===== config.mk =====
export PLATFORM = sky130hd
export DESIGN_NAME = spm_core
export DESIGN_NICKNAME = d
export VERILOG_FILES = /design/src/verilog/spm_pkg.sv /design/src/verilog/spm_core.sv
export SDC_FILE = /design/constraint.sdc
export NUM_CORES = 1
export LEC_CHECK = 0
export BUFFER_PORTS_ARGS = -buffer_cell sky130_fd_sc_hd__buf_2
export CAP_MARGIN = 0
export CORE_MARGIN = 2
export CORE_UTILIZATION = 30
export CTS_CLUSTER_DIAMETER = 200
export DETAILED_ROUTE_END_ITERATION = 16
export GPL_ROUTABILITY_DRIVEN = 0
export PLACE_DENSITY_LB_ADDON = 0.15
export SYNTH_ARGS = -nofsm -noshare
export SYNTH_HDL_FRONTEND = slang
export SYNTH_SLANG_ARGS = --single-unit

===== constraint.sdc =====
create_clock -name clk_i -period 3.1 [get_ports clk_i]
set_input_delay 0.62 -clock clk_i [delete_from_list [all_inputs] [get_ports clk_i]]
set_output_delay 0.62 -clock clk_i [all_outputs]
set_load 0.01 [all_outputs]

===== src/verilog/spm_pkg.sv =====
// constants for the serial port block
package spm_pkg;
  // register byte offsets
  localparam logic [3:0] ADDR_CTRL   = 4'h0;
  localparam logic [3:0] ADDR_BAUD   = 4'h4;
  localparam logic [3:0] ADDR_STATUS = 4'h8;
  localparam logic [3:0] ADDR_DATA   = 4'hC;
  // control register bit positions
  localparam int CTL_PHASE   = 0;
  localparam int CTL_POL     = 1;
  localparam int CTL_MASTER  = 2;
  localparam int CTL_SELECT_OUTPUT_ENABLE    = 3;
  localparam int CTL_MODE_FAULT_ENABLE  = 4;
  localparam int CTL_PINCTL  = 5;
  localparam int CTL_BIDIRECTIONAL_OUTPUT_ENABLE = 6;
  localparam int CTL_ENABLE  = 7;
  localparam int CTL_WAITSEL = 8;
  localparam int CTL_WIDTH   = 9;
  localparam logic [CTL_WIDTH-1:0] CTL_RESET = 9'h004;
  // baud register fields
  localparam int BAUD_SEL_LSB = 0;
  localparam int BAUD_PRE_LSB = 4;
  localparam logic [6:0] BAUD_RESET = 7'h00;
  // status register bit positions
  localparam int ST_MODE_FAULT_FLAG  = 0;
  localparam int ST_TXE   = 1;
  localparam int ST_DONE  = 2;
  localparam int ST_BUSY  = 3;
  // unmapped read value
  localparam logic [31:0] READ_ZERO = 32'h0000_0000;
endpackage : spm_pkg

===== src/verilog/spm_core.sv =====
// serial peripheral port with register slave, rate generator and low-power handling
//
// The Avalon-MM slave port and the address map are this design's own decisions.
`timescale 1ns/10ps
module spm_core #(
  parameter int DATA_W = 8
) (
  input  wire logic        clk_i,
  input  wire logic        rst_i,
  input  wire logic        ce_i,
  input  wire logic [3:0]  avs_address_i,
  input  wire logic        avs_read_i,
  input  wire logic        avs_write_i,
  input  wire logic [31:0] avs_writedata_i,
  input  wire logic [3:0]  avs_byteenable_i,
  output logic      [31:0] avs_readdata_o,
  output logic             avs_waitrequest_o,
  input  wire logic        wait_mode_i,
  input  wire logic        stop_mode_i,
  input  wire logic        sck_i,
  output logic             sck_o,
  output logic             sck_oe_n_o,
  input  wire logic        mosi_i,
  output logic             mosi_o,
  output logic             mosi_oe_n_o,
  input  wire logic        miso_i,
  output logic             miso_o,
  output logic             miso_oe_n_o,
  input  wire logic        ss_n_i,
  output logic             ss_n_o,
  output logic             ss_oe_n_o,
  output logic             irq_o
);
  localparam int CNT_W = $clog2(DATA_W + 1);
  localparam logic [CNT_W-1:0] BITS = CNT_W'(DATA_W);

  // synchronisers for pins
  logic [3:0] sync_a;
  logic [3:0] sync_b;
  logic       sck_prev;
  always_ff @(posedge clk_i) begin
    if (rst_i) begin
      // idle levels: select high, clock low
      sync_a <= 4'h8;
      sync_b <= 4'h8;
    end else if (ce_i) begin
      sync_a <= {ss_n_i, miso_i, mosi_i, sck_i};
      sync_b <= sync_a;
    end
  end
  wire logic sck_s  = sync_b[0];
  wire logic mosi_s = sync_b[1];
  wire logic miso_s = sync_b[2];
  wire logic ss_s   = sync_b[3];

  // registers
  logic [spm_pkg::CTL_WIDTH-1:0] ctrl;
  logic [6:0]        baud;
  logic [DATA_W-1:0] tx_data;
  logic [DATA_W-1:0] rx_data;
  logic              tx_full;
  logic              done_flag;
  logic              mode_fault_flag_flag;
  logic              status_seen;
  logic              done_seen;
  logic              mode_fault_flag_seen;

  wire logic is_master = ctrl[spm_pkg::CTL_MASTER];
  wire logic enabled   = ctrl[spm_pkg::CTL_ENABLE];
  wire logic clock_polarity_bit      = ctrl[spm_pkg::CTL_POL];
  wire logic clock_phase_bit      = ctrl[spm_pkg::CTL_PHASE];
  wire logic bidir     = ctrl[spm_pkg::CTL_PINCTL];
  // stop always counts as low power and halts the master, wait counts only when selected
  wire logic low_power = stop_mode_i | (wait_mode_i & ctrl[spm_pkg::CTL_WAITSEL]);
  wire logic run       = ce_i & ~stop_mode_i;

  // shift engine
  logic [DATA_W-1:0] shifter;
  logic [CNT_W-1:0]  bit_cnt;
  logic              busy;
  logic              half;
  logic              lp_q;
  logic [11:0]       div_cnt;
  logic              rx_pending;
  logic              slave_done;
  logic              s_in;

  // divisor = (pre+1) * 2^(sel+1) system clocks per bit
  function automatic logic [11:0] half_period(input logic [6:0] b);
    logic [11:0] pre;
    pre = 12'(b[6:4]) + 12'h001;
    return 12'(pre << b[2:0]) - 12'h001;
  endfunction : half_period

  // address match for a register access
  function automatic logic addr_is(input logic [3:0] a, input logic [3:0] r);
    return a == r;
  endfunction : addr_is

  wire logic at_ctrl   = addr_is(avs_address_i, spm_pkg::ADDR_CTRL);
  wire logic at_baud   = addr_is(avs_address_i, spm_pkg::ADDR_BAUD);
  wire logic at_status = addr_is(avs_address_i, spm_pkg::ADDR_STATUS);
  wire logic at_data   = addr_is(avs_address_i, spm_pkg::ADDR_DATA);

  // fault when select pin pulled low while a fault-enabled master
  wire logic fault = enabled & is_master & ctrl[spm_pkg::CTL_MODE_FAULT_ENABLE] &
                     ~ctrl[spm_pkg::CTL_SELECT_OUTPUT_ENABLE] & ~ss_s;
  wire logic wr_hit = avs_write_i & ~avs_waitrequest_o;
  wire logic rd_hit = avs_read_i & ~avs_waitrequest_o;
  wire logic wr_data = wr_hit & at_data;
  // data write takes only after status read with empty flag
  wire logic load = wr_data & status_seen & ~tx_full;
  wire logic m_fin = busy & is_master & half & (div_cnt == 12'h000) & (bit_cnt == BITS);
  // master input pin, or shared output pin in single-wire mode
  wire logic m_in  = bidir ? mosi_s : miso_s;
  wire logic sl_in = bidir ? miso_s : mosi_s;

  // slave clock edges
  wire logic sck_rise = sck_s & ~sck_prev;
  wire logic sck_fall = ~sck_s & sck_prev;
  wire logic lead     = clock_polarity_bit ? sck_fall : sck_rise;
  wire logic trail    = clock_polarity_bit ? sck_rise : sck_fall;
  // phase selects sampling on leading or trailing edges
  wire logic s_samp   = clock_phase_bit ? trail : lead;
  wire logic s_shift  = clock_phase_bit ? lead : trail;

  // master rate generator and shifter, slave shifter
  always_ff @(posedge clk_i) begin
    if (rst_i) begin
      busy     <= 1'b0;
      half     <= 1'b0;
      lp_q     <= 1'b0;
      div_cnt  <= 12'h000;
      bit_cnt  <= '0;
      shifter  <= '0;
      sck_prev <= 1'b0;
      s_in     <= 1'b0;
      rx_pending <= 1'b0;
    end else if (ce_i) begin
      sck_prev <= sck_s;
      lp_q     <= low_power;
      if (fault | mode_fault_flag_flag | ~enabled) begin
        busy    <= 1'b0;
        half    <= 1'b0;
        bit_cnt <= '0;
        rx_pending <= 1'b0;
      end else if (is_master) begin
        if (run) begin
          if (!busy && tx_full) begin
            // word moves into the shifter and transfer starts
            busy    <= 1'b1;
            shifter <= tx_data;
            div_cnt <= half_period(baud);
            half    <= 1'b0;
            bit_cnt <= '0;
          end else if (busy) begin
            if (div_cnt != 12'h000) begin
              div_cnt <= div_cnt - 12'h001;
            end else begin
              div_cnt <= half_period(baud);
              half    <= ~half;
              // master toggles its clock per half period
              if (!half) begin
                bit_cnt <= bit_cnt + CNT_W'(1);
              end else begin
                // circular exchange, one bit per clock
                // input taken at bit end to cover pin round trip
                shifter <= {shifter[DATA_W-2:0], m_in};
                if (bit_cnt == BITS) begin
                  busy <= 1'b0;
                end
              end
            end
          end
        end
      end else begin
        // slave follows external clock even in stop
        // slave shifts whatever the shifter holds
        if (!ss_s) begin
          if (!busy && !clock_phase_bit && tx_full) begin
            shifter <= tx_data;
          end
          if (s_samp) begin
            s_in    <= sl_in;
            busy    <= 1'b1;
          end
          if (s_shift && busy) begin
            shifter <= {shifter[DATA_W-2:0], s_in};
            bit_cnt <= bit_cnt + CNT_W'(1);
          end
        end else begin
          busy    <= 1'b0;
          bit_cnt <= '0;
        end
        if (bit_cnt == BITS) begin
          bit_cnt    <= '0;
          busy       <= 1'b0;
          rx_pending <= 1'b1;
        // pending word lost on low power entry
        end else if (rx_pending && low_power && !lp_q) begin
          rx_pending <= 1'b0;
        end else if (rx_pending && !low_power) begin
          rx_pending <= 1'b0;
        end
      end
    end
  end
  // slave completion waits for low power exit
  // idle wait periods generate no completion
  assign slave_done = ~is_master & rx_pending & ~low_power;

  always_ff @(posedge clk_i) begin
    if (rst_i) begin
      sck_o       <= 1'b0;
      sck_oe_n_o  <= 1'b1;
      ss_n_o      <= 1'b1;
      ss_oe_n_o   <= 1'b1;
      mosi_o      <= 1'b0;
      mosi_oe_n_o <= 1'b1;
      miso_o      <= 1'b0;
      miso_oe_n_o <= 1'b1;
    end else if (ce_i) begin
      sck_o       <= clock_polarity_bit ^ (busy & is_master & (half ^ clock_phase_bit));
      sck_oe_n_o  <= ~(enabled & is_master);
      // select held low until the clock is back at idle
      ss_n_o      <= ~((busy | (sck_o ^ clock_polarity_bit)) & is_master);
      ss_oe_n_o   <= ~(enabled & is_master & ctrl[spm_pkg::CTL_MODE_FAULT_ENABLE] &
                       ctrl[spm_pkg::CTL_SELECT_OUTPUT_ENABLE]);
      // data pin direction from role and pin control
      mosi_o      <= shifter[DATA_W-1];
      miso_o      <= shifter[DATA_W-1];
      mosi_oe_n_o <= ~(enabled & is_master & (~bidir | ctrl[spm_pkg::CTL_BIDIRECTIONAL_OUTPUT_ENABLE]));
      miso_oe_n_o <= ~(enabled & ~is_master & ~ss_s &
                       (~bidir | ctrl[spm_pkg::CTL_BIDIRECTIONAL_OUTPUT_ENABLE]));
    end
  end

  // control and baud registers
  always_ff @(posedge clk_i) begin
    if (rst_i) begin
      ctrl <= spm_pkg::CTL_RESET;
      baud <= spm_pkg::BAUD_RESET;
    end else if (ce_i) begin
      if (wr_hit && at_ctrl) begin
        if (avs_byteenable_i[0]) begin
          ctrl[7:0] <= avs_writedata_i[7:0];
        end
        if (avs_byteenable_i[1]) begin
          ctrl[spm_pkg::CTL_WAITSEL] <= avs_writedata_i[spm_pkg::CTL_WAITSEL];
        end
      end
      if (wr_hit && at_baud && avs_byteenable_i[0]) begin
        baud <= avs_writedata_i[6:0];
      end
      // fault returns the port to slave role
      // master bit cleared by mode fault
      if (fault) begin
        ctrl[spm_pkg::CTL_MASTER] <= 1'b0;
      end
    end
  end

  // transmit, receive and flags
  always_ff @(posedge clk_i) begin
    if (rst_i) begin
      tx_data     <= '0;
      tx_full     <= 1'b0;
      // receive register reads zero after reset
      rx_data     <= '0;
      done_flag   <= 1'b0;
      mode_fault_flag_flag   <= 1'b0;
      status_seen <= 1'b0;
      done_seen   <= 1'b0;
      mode_fault_flag_seen   <= 1'b0;
    end else if (ce_i) begin
      if (rd_hit && at_status) begin
        status_seen <= ~tx_full;
        done_seen   <= done_flag;
        mode_fault_flag_seen   <= mode_fault_flag_flag;
      end
      if (load) begin
        tx_data     <= avs_writedata_i[DATA_W-1:0];
        tx_full     <= 1'b1;
        status_seen <= 1'b0;
      end
      // empty once master shifter has taken the word, or at once for a disabled master, or once slave is busy
      if (tx_full && !busy && is_master && run && !fault && !mode_fault_flag_flag) begin
        tx_full <= 1'b0;
      end else if (tx_full && !is_master && busy) begin
        tx_full <= 1'b0;
      end
      // completion: set wins over clear
      if (m_fin || slave_done) begin
        done_flag <= 1'b1;
        rx_data   <= m_fin ? {shifter[DATA_W-2:0], m_in} : shifter;
      end else if (rd_hit && avs_address_i == spm_pkg::ADDR_DATA && done_seen) begin
        done_flag <= 1'b0;
        done_seen <= 1'b0;
      end
      // mode fault flag set by select fault
      if (fault) begin
        mode_fault_flag_flag <= 1'b1;
      end else if (wr_hit && avs_address_i == spm_pkg::ADDR_CTRL && mode_fault_flag_seen) begin
        mode_fault_flag_flag <= 1'b0;
        mode_fault_flag_seen <= 1'b0;
      end
    end
  end

  // bus answer: one wait cycle per access
  // waitrequest drops for one cycle, then rises again
  always_ff @(posedge clk_i) begin
    if (rst_i) begin
      avs_waitrequest_o <= 1'b1;
    end else if (ce_i) begin
      avs_waitrequest_o <= ~((avs_read_i | avs_write_i) & avs_waitrequest_o);
    end
  end

  always_ff @(posedge clk_i) begin
    if (rst_i) begin
      avs_readdata_o <= spm_pkg::READ_ZERO;
    end else if (ce_i) begin
      unique case (avs_address_i)
        spm_pkg::ADDR_CTRL:   avs_readdata_o <= 32'(ctrl);
        spm_pkg::ADDR_BAUD:   avs_readdata_o <= 32'(baud);
        spm_pkg::ADDR_STATUS: avs_readdata_o <= 32'({busy, done_flag, ~tx_full, mode_fault_flag_flag});
        spm_pkg::ADDR_DATA:   avs_readdata_o <= 32'(rx_data);
        default:              avs_readdata_o <= spm_pkg::READ_ZERO;
      endcase
    end
  end

  // interrupt stands while fault, done or transmit-empty flag set and port enabled
  always_ff @(posedge clk_i) begin
    if (rst_i) begin
      irq_o <= 1'b0;
    end else if (ce_i) begin
      irq_o <= enabled & (mode_fault_flag_flag | done_flag | ~tx_full);
    end
  end
endmodule : spm_core


==> results of run 1 <==
-- per-layer routing --
| metal | GRT usage, % | routed length [um] | vias up |
|---|---|---|---|
| met5 | 0 | 0 | - |
| met1 | 22.26 | 7392 | 2372 |
| met3 | 2.017 | 624 | 21 |
| met4 | 6.273 | 359 | 0 |
| met2 | 28.80 | 8020 | 119 |
| li1 | - | - | 2446 |
-- power breakdown --
group / internal [uW] / total [uW] / switching [uW]
sequential: 1220 / 1220 / 7.01
clock: 713 / 1210 / 499
combinational: 41.5 / 132 / 90.5
total: 1970 / 2570 / 597
-- stage by stage --
stage          utilization, %  instance area, um2
2_1_floorplan               -                5637
3_3_place_gp            32.76                5926
3_5_place_dp            32.76                5926
4_1_cts                 34.55                6248
5_1_grt                 34.55                6248
6_report                34.55                6248
-- path summary, 6_finish.rpt --
kind,end,cells past startpoint
setup reg to reg,rx_data[4],8
setup / recovery,rx_data[4],8
hold reg to reg,ss_n_o,2
hold / removal,ss_n_o,2
-- cell type report --
class | instances | area, um2
Inverter | 18 | 67.56
Clock inverter | 6 | 93.84
Clock buffer | 10 | 229.0
Timing Repair Buffer | 62 | 355.3
Tap cell | 229 | 286.5
Fill cell | 1889 | 11840
Multi-Input combinational cell | 511 | 3334
Sequential cell | 94 | 1882
-- state kept, by name, indices dropped and copies added, names as in the netlist, 4 cells and up --
signal and flops:
sync_a 4, bit_cnt 4, sync_b 4, ctrl 9
rx_data 8, avs_readdata_o 9, tx_data 8, div_cnt 12
shifter 8, baud 7
-- layout by cell type (no fill, tap or decap), types with 8 or more instances in the layout --
| cell type | count |
|---|---|
| buf_2 | 44 |
| mux2_2 | 12 |
| nor2b_1 | 10 |
| mux2i_1 | 48 |
| a21oi_1 | 32 |
| nand3_1 | 29 |
| a22oi_1 | 9 |
| nor2_1 | 86 |
| nor3_1 | 16 |
| nand2b_1 | 8 |
| o21ai_0 | 36 |
| buf_4 | 18 |
| a31oi_1 | 12 |
| conb_1 | 23 |
| dfxtp_1 | 94 |
| a211oi_1 | 9 |
| nand2_1 | 49 |
| clkbuf_16 | 9 |
| inv_1 | 18 |
-- cell families after synthesis --
kind of cell               Yosys count  synth area share (%)
xor gates and xnor gates             9                 1.555
AOI/OAI and AO/OA                  151                 18.90
DFF                                 94                 33.88
adders and majority gates            6                 1.352
other                                1               0.06752
and+or+nand+nor                    258                 23.97
buffers and inverters               82                 7.569
muxes                               64                 12.71
-- worst max-delay path, cell delays in order, from the launching register on --
cell and delay (ns):
dfxtp_1 0.42, inv_1 0.09, ha_1 0.23, nor4b_2 0.19, nand4_2 0.21, nor2_4 0.13, o21ai_1 0.89, mux2i_1 0.30
nor2_1 0.06
==> run_results.csv, run 1 <==
group,metric,value,unit
timing,maxSlewHeadroom,23.63,%
global_routing,grt_pass1_vias,4719,
clock_network,cts_made_buffers,9,
global_routing,grtUsageTotal,16.97,%
worst_setup_path,cp_max_fo,10,
clock_network,cts_hold_buf,0,
placed_design,dp_hpwl,12100,um
clock_network,root_buffer,"clkbuf_16",
logic_synthesis,synth_edf_count,0,
outcome,status,"finished, violations left",
final_layout,area_delta_synth_final,12.50,%
logic_synthesis,netlist_instances,665,
drt,routed_wl,16400,um
floorplanning,dieArea,19620,um2
pwr,irDropWorstVdd,276.0,uV
clock_network,cts_sinks,94,
logic_synthesis,yosysMostFrequentCell,"dfxtp_1",
logic_synthesis,synth_cell_types,80,
global_routing,overflow,0,
floorplanning,io_pins,93,
logic_synthesis,synth-async-reset-ratio,0,%
logic_synthesis,ys_top_cells_by_area,"dfxtp_1, mux2i_1, nor2_1",
timing,period_share,85.83,%
clock_network,cts_setup_buffers,0,
worst_setup_path,critPathCaptureType,"flip-flop",
placed_design,post-place-ws,0.4803,ns
hold_path,worstHoldPathType,"flip-flop to flip-flop",
drt,drt_iter0_markers,356,
logic_synthesis,synthFlopType,"dfxtp_1",
clock_network,cts_resized,0,
pwr,finalPower,2567,uW
drt,ant_nets,0,
worst_setup_path,arrival,2.88,ns
global_routing,antenna_found_initial,0,
timing,hold_ws,0.4696,ns
timing,finalHoldViolCount,0,
clock_network,cts_tree,"built",
worst_setup_path,r2r_start,"div_cnt[0]",
floorplanning,start_util,30.71,%
clock_network,clk_path_buf_depth,2,
clock_network,clk_pin_slew_worst_paths,0.07,ns
floorplanning,coreArea,18090,um2
drt,first_pass_iters,10,
worst_setup_path,start_kind,"flip-flop",
pwr,p_per_area,410.8,nW/um2
pwr,leakage,0.002628,uW
logic_synthesis,syn_area_per_cell,8.352,um2
placed_design,dp_cells,914,
worst_setup_path,r2r_slack,0.44,ns
logic_synthesis,yosysSeqAreaShare,33.88,%
timing,worst_slack,0.4394,ns
clock_network,insertion_delay,0.35,ns
drt,wl_per_cell,17.63,um
logic_synthesis,synth_common_cells,"dfxtp_1, nor2_1, nand2_1",
worst_setup_path,crit_start,"div_cnt[0]",
timing,max_slew.worst_pin.slew,1.138,ns
logic_synthesis,synth_top_area_share,33.88,%
timing,timing.final.crit_period,2.661,ns
logic_synthesis,yosys_warnings,0,
final_layout,diodes,0,
run,maxCapViolations,0,
global_routing,grt_pass1_wl,26310,um
drt,vias,4958,
timing,final-setup-viol-count,0,
logic_synthesis,synth_seq_cells,94,
floorplanning,dieWidth,140.1,um
timing,skew,0.008927,ns
floorplanning,dieHeight,140.1,um
worst_setup_path,critPathKind,"flip-flop to flip-flop",
floorplanning,fp-row-count,49,
global_routing,grt_max_degree,51,
timing,rsz0062_at_grt,"no",
drt,drc,1,
timing,report.final.slew_viol_count,0,
worst_setup_path,cp.required,3.32,ns
logic_synthesis,yosysTopAreaCell,"dfxtp_1",
final_layout,fin_nets,753,
outcome,violations,"DRC",
final_layout,layout-drive-gt1-share,15.98,%
drt,avgViaCountPerCell,5.331,
hold_path,hold_start,"ss_n_o",
placed_design,port_buffers,44,
clock_network,h-tree-depth,3,
timing,max_freq,375.9,MHz
timing,setup_tns,0,ns
logic_synthesis,netlist_area,5554,um2
final_layout,fin_cells,930,
Power figures use the tool's default switching activity.
==> run 2, diff against run 1 <==
--- a/config.mk
+++ b/config.mk
@@ -12,6 +12,7 @@
 export CTS_CLUSTER_DIAMETER = 200
 export DETAILED_ROUTE_END_ITERATION = 16
 export GPL_ROUTABILITY_DRIVEN = 0
+export GPL_TIMING_DRIVEN = 0
 export PLACE_DENSITY_LB_ADDON = 0.15
 export SYNTH_ARGS = -nofsm -noshare
 export SYNTH_HDL_FRONTEND = slang
==> run 2 against run 1 <==
Net effect:
- the flow now finishes without violations
- sequential share of layout area is 1.0 points lower
- power up 2.3%
- sequential cell count unchanged
- first-iteration DRC count is 30% higher
- core utilization is 1.2 points higher
- critical path depth is 1 lower
- global-route usage up 0.93 points
- non-clock buffer count is 45 higher
- highest routed layer unchanged
==> run_results.csv, run 2 (synthesis gave the netlist of run 1 again) <==
group,metric,value,unit
timing,timing.final.crit_period,2.489,ns
final_layout,fin_nets,798,
clock_network,cts_tree,"built",
global_routing,grt_pass1_wl,27370,um
timing,hold_ws,0.4649,ns
final_layout,largest-register,"div_cnt",
worst_setup_path,crit_start,"baud[5]",
floorplanning,fp-row-count,49,
pwr,seq_power_share,46.5,%
drt,drt_iter0_markers,464,
timing,max_slew.worst_pin.slew,0.7651,ns
worst_setup_path,cp_max_fo,8,
drt,ant_nets,0,
placed_design,post-place-ws,0.5341,ns
clock_network,root_buffer,"clkbuf_16",
final_layout,area_delta_synth_final,16.54,%
timing,maxSlewHeadroom,48.99,%
timing,skew,0.008090,ns
global_routing,antenna_found_initial,0,
placed_design,dp_hpwl,13400,um
drt,drc,0,
floorplanning,dieArea,19620,um2
worst_setup_path,start_kind,"flip-flop",
drt,vias,5144,
drt,wl_per_cell,17.81,um
floorplanning,dieWidth,140.1,um
final_layout,n_fill_cell,1890,
pwr,p_per_area,405.6,nW/um2
pwr,finalPower,2626,uW
final_layout,largest_reg_flops,12,
timing,setup_tns,0,ns
timing,rsz0062_at_grt,"no",
worst_setup_path,reg2reg_depth,7,
pwr,p_switching,599.3,uW
clock_network,clk_pin_slew_worst_paths,0.06,ns
drt,routed_wl,17370,um
run,maxCapViolations,0,
timing,max_freq,401.8,MHz
clock_network,cts_resized,0,
worst_setup_path,cp.required,3.34,ns
hold_path,hold_depth,2,
final_layout,final_util,35.79,%
final_layout,regArea,1882,um2
global_routing,grt_pass1_vias,4969,
clock_network,h-tree-depth,3,
pwr,switching_share,22.82,%
global_routing,overflow,0,
clock_network,cts_setup_buffers,0,
worst_setup_path,arrival,2.73,ns
timing,worst_slack,0.6112,ns
timing,final-setup-viol-count,0,
pwr,p_int,2026,uW
clock_network,cts_made_buffers,9,
worst_setup_path,critPathCaptureType,"flip-flop",
pwr,leakage,0.002758,uW
global_routing,grtUsageTotal,17.91,%
floorplanning,coreArea,18090,um2
worst_setup_path,critPathKind,"flip-flop to flip-flop",
worst_setup_path,r2r_start,"baud[5]",
pwr,p_clk_share,47.2,%
pwr,irDropWorstVdd,283.7,uV
drt,avgViaCountPerCell,5.276,
outcome,status,"completed",
final_layout,final_cell_mix,"dfxtp_1, nor2_1, buf_2",
timing,period_share,80.28,%
placed_design,port_buffers,43,
timing,report.final.slew_viol_count,0,
final_layout,largestRegisters,"div_cnt: 12 flops, avs_readdata_o: 9 flops, ctrl: 9 flops",
final_layout,diodes,0,
final_layout,layout-drive-gt1-share,17.29,%
floorplanning,io_pins,93,
final_layout,multiInputGateArea,3334,um2
drt,first_pass_iters,7,
pwr,combinationalPowerShare,6.2,%
final_layout,final_common_cell,"dfxtp_1",
clock_network,clk_path_buf_depth,2,
clock_network,cts_sinks,94,
hold_path,hold_start,"avs_readdata_o[1]",
hold_path,worstHoldPathType,"flip-flop to flip-flop",
timing,finalHoldViolCount,0,
clock_network,insertion_delay,0.35,ns
floorplanning,dieHeight,140.1,um
floorplanning,start_util,30.71,%
clock_network,cts_hold_buf,0,
global_routing,grt_max_degree,16,
[run 2: critical path, stage by stage (launching register included)]
cell and delay (ns):
dfxtp_1 0.50, ha_1 0.31, xor2_1 0.17, a211o_1 0.40, a32oi_1 0.32, and3_1 0.27
nand2_1 0.09, a221o_1 0.32
[run 2: metal layers]
layer  part of all wire, %  up-vias  global-route usage [%]
met5                     0        -                       0
met4                   3.3        0                   7.709
met3                   3.3       39                   3.077
met2                    49      144                   30.62
met1                    44     2438                   22.27
li1                      -     2523                       -
[run 2: layout make-up]
cell class / instances / area share, %
Multi-Input combinational cell: 511 / 51.52
Clock buffer: 11 / 3.905
Buffer: 64 / 5.451
Sequential cell: 94 / 29.07
Clock inverter: 5 / 1.257
Timing Repair Buffer: 43 / 3.325
Tap cell: 229 / 4.427
Inverter: 18 / 1.044
[run 2: worst paths after layout]
path	end	slack (ns)
max	div_cnt[8]	0.61
min	avs_readdata_o[1]	0.46
max reg2reg	div_cnt[8]	0.61
min reg2reg	avs_readdata_o[1]	0.46
[run 2: power groups by stage]
| stage | combinational, uW | clock [uW] | sequential (uW) |
|---|---|---|---|
| finish | 164 | 1240 | 1220 |
| CTS | 163 | 1270 | 1220 |
| global placement | 161 | 0 | 1250 |
| detailed placement | 163 | 0 | 1250 |
| global route | 178 | 1320 | 1220 |
| floorplan | 101 | 0 | 1250 |
[run 2: metrics by stage]
stage	cells	cell area (um2)
after CTS	975	6472
after floorplan	687	5637
after detailed placement	959	6138
final	975	6472
after global placement	959	6138
after global routing	975	6472
==> run 3, diff against run 2 <==
==> constraint.sdc (replaced) <==
create_clock -name clk_i -period 2.1 [get_ports clk_i]
set_input_delay 0.42 -clock clk_i [delete_from_list [all_inputs] [get_ports clk_i]]
set_output_delay 0.42 -clock clk_i [all_outputs]
set_load 0.01 [all_outputs]
==> run 3 against run 2 <==
Net effect:
- the flow now finishes with violations (setup timing)
- clock power increased by 57%
- die area unchanged
- power increased by 52%
- core utilization increased by 3.6 points
- via count increased by 5.6%
- non-clock buffer count increased by 30
- wire length increased by 5.2%
- clock-buffer cell count decreased by 2
- sequential cell count unchanged
- hold slack got worse by 0.18 ns
==> run_results.csv, run 3 (synthesis gave the netlist of run 1 again) <==
group,metric,value,unit
outcome,status,"finished, violations left",
outcome,violations,"setup timing",
drt,drt_iter0_markers,342,
run,maxCapViolations,0,
final_layout,final_util,39.43,%
worst_setup_path,arrival,2.37,ns
final_layout,final_cell_mix,"dfxtp_1, nor2_1, buf_4",
worst_setup_path,reg2reg_depth,7,
final_layout,largestRegisters,"div_cnt: 12 flops, avs_readdata_o: 9 flops, ctrl: 9 flops",
clock_network,h-tree-depth,3,
final_layout,largest_reg_flops,12,
worst_setup_path,r2r-end,"div_cnt[9]",
timing,max_slew.worst_pin.slew,0.8450,ns
floorplanning,start_util,30.71,%
hold_path,hold_start,"ss_n_i",
timing,worst_slack,-0.03224,ns
hold_path,worstHoldPathType,"input port to flip-flop",
floorplanning,coreArea,18090,um2
drt,vias,5432,
floorplanning,dieWidth,140.1,um
worst_setup_path,cp_max_fo,5,
timing,timing.final.crit_period,2.132,ns
timing,max_freq,469.0,MHz
final_layout,largest-register,"div_cnt",
global_routing,grt_max_degree,17,
worst_setup_path,crit_chain,"ha_4 -> xor2_4 -> or4_4 -> a31oi_4 -> o21a_2 -> a31oi_1 -> or3b_1",
clock_network,cts_sinks,94,
final_layout,final_common_cell,"dfxtp_1",
final_layout,fin_cells,1004,
drt,avgViaCountPerCell,5.410,
floorplanning,dieArea,19620,um2
drt,ant_nets,0,
hold_path,min_to,"sync_a[3]",
timing,maxSlewHeadroom,43.67,%
worst_setup_path,critPathKind,"flip-flop to flip-flop",
placed_design,dp_hpwl,12930,um
worst_setup_path,r2r_start,"baud[4]",
drt,first_pass_iters,7,
timing,skew,0.008677,ns
final_layout,area_delta_synth_final,28.38,%
final_layout,fin_nets,828,
global_routing,overflow,0,
floorplanning,fp-row-count,49,
hold_path,hold_depth,3,
worst_setup_path,start_kind,"flip-flop",
final_layout,layout-drive-gt1-share,28.13,%
clock_network,cts_tree,"built",
global_routing,grt_pass1_vias,5227,
pwr,p_per_area,559.5,nW/um2
timing,finalHoldViolCount,0,
drt,drc,0,
clock_network,root_buffer,"clkbuf_16",
floorplanning,dieHeight,140.1,um
drt,routed_wl,18280,um
clock_network,clk_path_buf_depth,2,
drt,wl_per_cell,18.20,um
global_routing,antenna_found_initial,0,
worst_setup_path,cp_slowest_cell,"or4_4",
worst_setup_path,cp.required,2.34,ns
final_layout,diodes,0,
clock_network,cts_made_buffers,9,
timing,period_share,101.5,%
global_routing,grt_pass1_wl,28550,um
timing,final-setup-viol-count,3,
pwr,leakage,0.003000,uW
clock_network,clk_pin_slew_worst_paths,0.07,ns
worst_setup_path,critPathCaptureType,"flip-flop",
worst_setup_path,r2r_slack,-0.03,ns
placed_design,port_buffers,43,
clock_network,insertion_delay,0.36,ns
pwr,irDropWorstVdd,412.5,uV
placed_design,dp_cells,959,
floorplanning,io_pins,93,
worst_setup_path,max_stage_delay,0.47,ns
timing,rsz0062_at_grt,"yes",
global_routing,grtUsageTotal,18.48,%
placed_design,post-place-ws,-0.3161,ns
pwr,finalPower,3989,uW
timing,report.final.slew_viol_count,0,
run 3: worst max-delay path by stage:
stage                 start    endpoint  slack [ns]  depth (start not counted)
floorplan           baud[4]  div_cnt[9]        0.03                          6
global placement       ce_i   ss_oe_n_o       -0.32                          6
detailed placement     ce_i   ss_oe_n_o       -0.32                          6
CTS                 baud[4]  div_cnt[9]      -0.006                          7
global route        baud[4]  div_cnt[9]       -0.12                          7
finish              baud[4]  div_cnt[9]       -0.03                          7
run 3: through the flow:
stage	hold WS, ns	area, um2	setup TNS (ns)
after CTS	0.2743	6855	-0.006502
after global routing	0.3037	7131	-1.293
after detailed placement	0.4621	6151	-9.445
after global placement	0.4570	6151	-8.054
after floorplan	0.4413	5649	0
final	0.2867	7131	-0.04269
run 3: critical path, delay by kind of cell, from the launching register on:
kind	cells	cell delay, ns
AND/OR/NAND/NOR	2	0.81
AO/OA/AOI/OAI	3	0.49
flip-flops	1	0.36
adder cells (fa/ha/maj)	1	0.19
XOR/XNOR	1	0.16
run 3: area by class of cell:
cell class	count	area, um2
multi-input combinational	511	3637
buffer	62	381.6
tap	229	286.5
sequential	94	1902
inverter	18	67.56
clock buffer	9	225.2
fill	1860	10960
timing repair buffer	75	511.7
clock inverter	6	118.9
run 3: metal layers:
metal,part of all wire (%),global-route usage [%]
met5,0,0
met1,45,23.42
met2,47,30.49
met4,3.3,7.921
met3,4.6,3.966
run 3: power by group:
group	switching, uW	internal, uW
combinational	153	89.8
sequential	9.26	1790
clock	773	1170
total	935	3050
run 3: what timing repair did:
item,CTS,global route
setup endpoints to repair,34,32
cloned,1,1
pin swaps,7,20
setup buffers,17,15
resized for setup,56,54
hold endpoints to repair,0,0
hold buffers,0,0
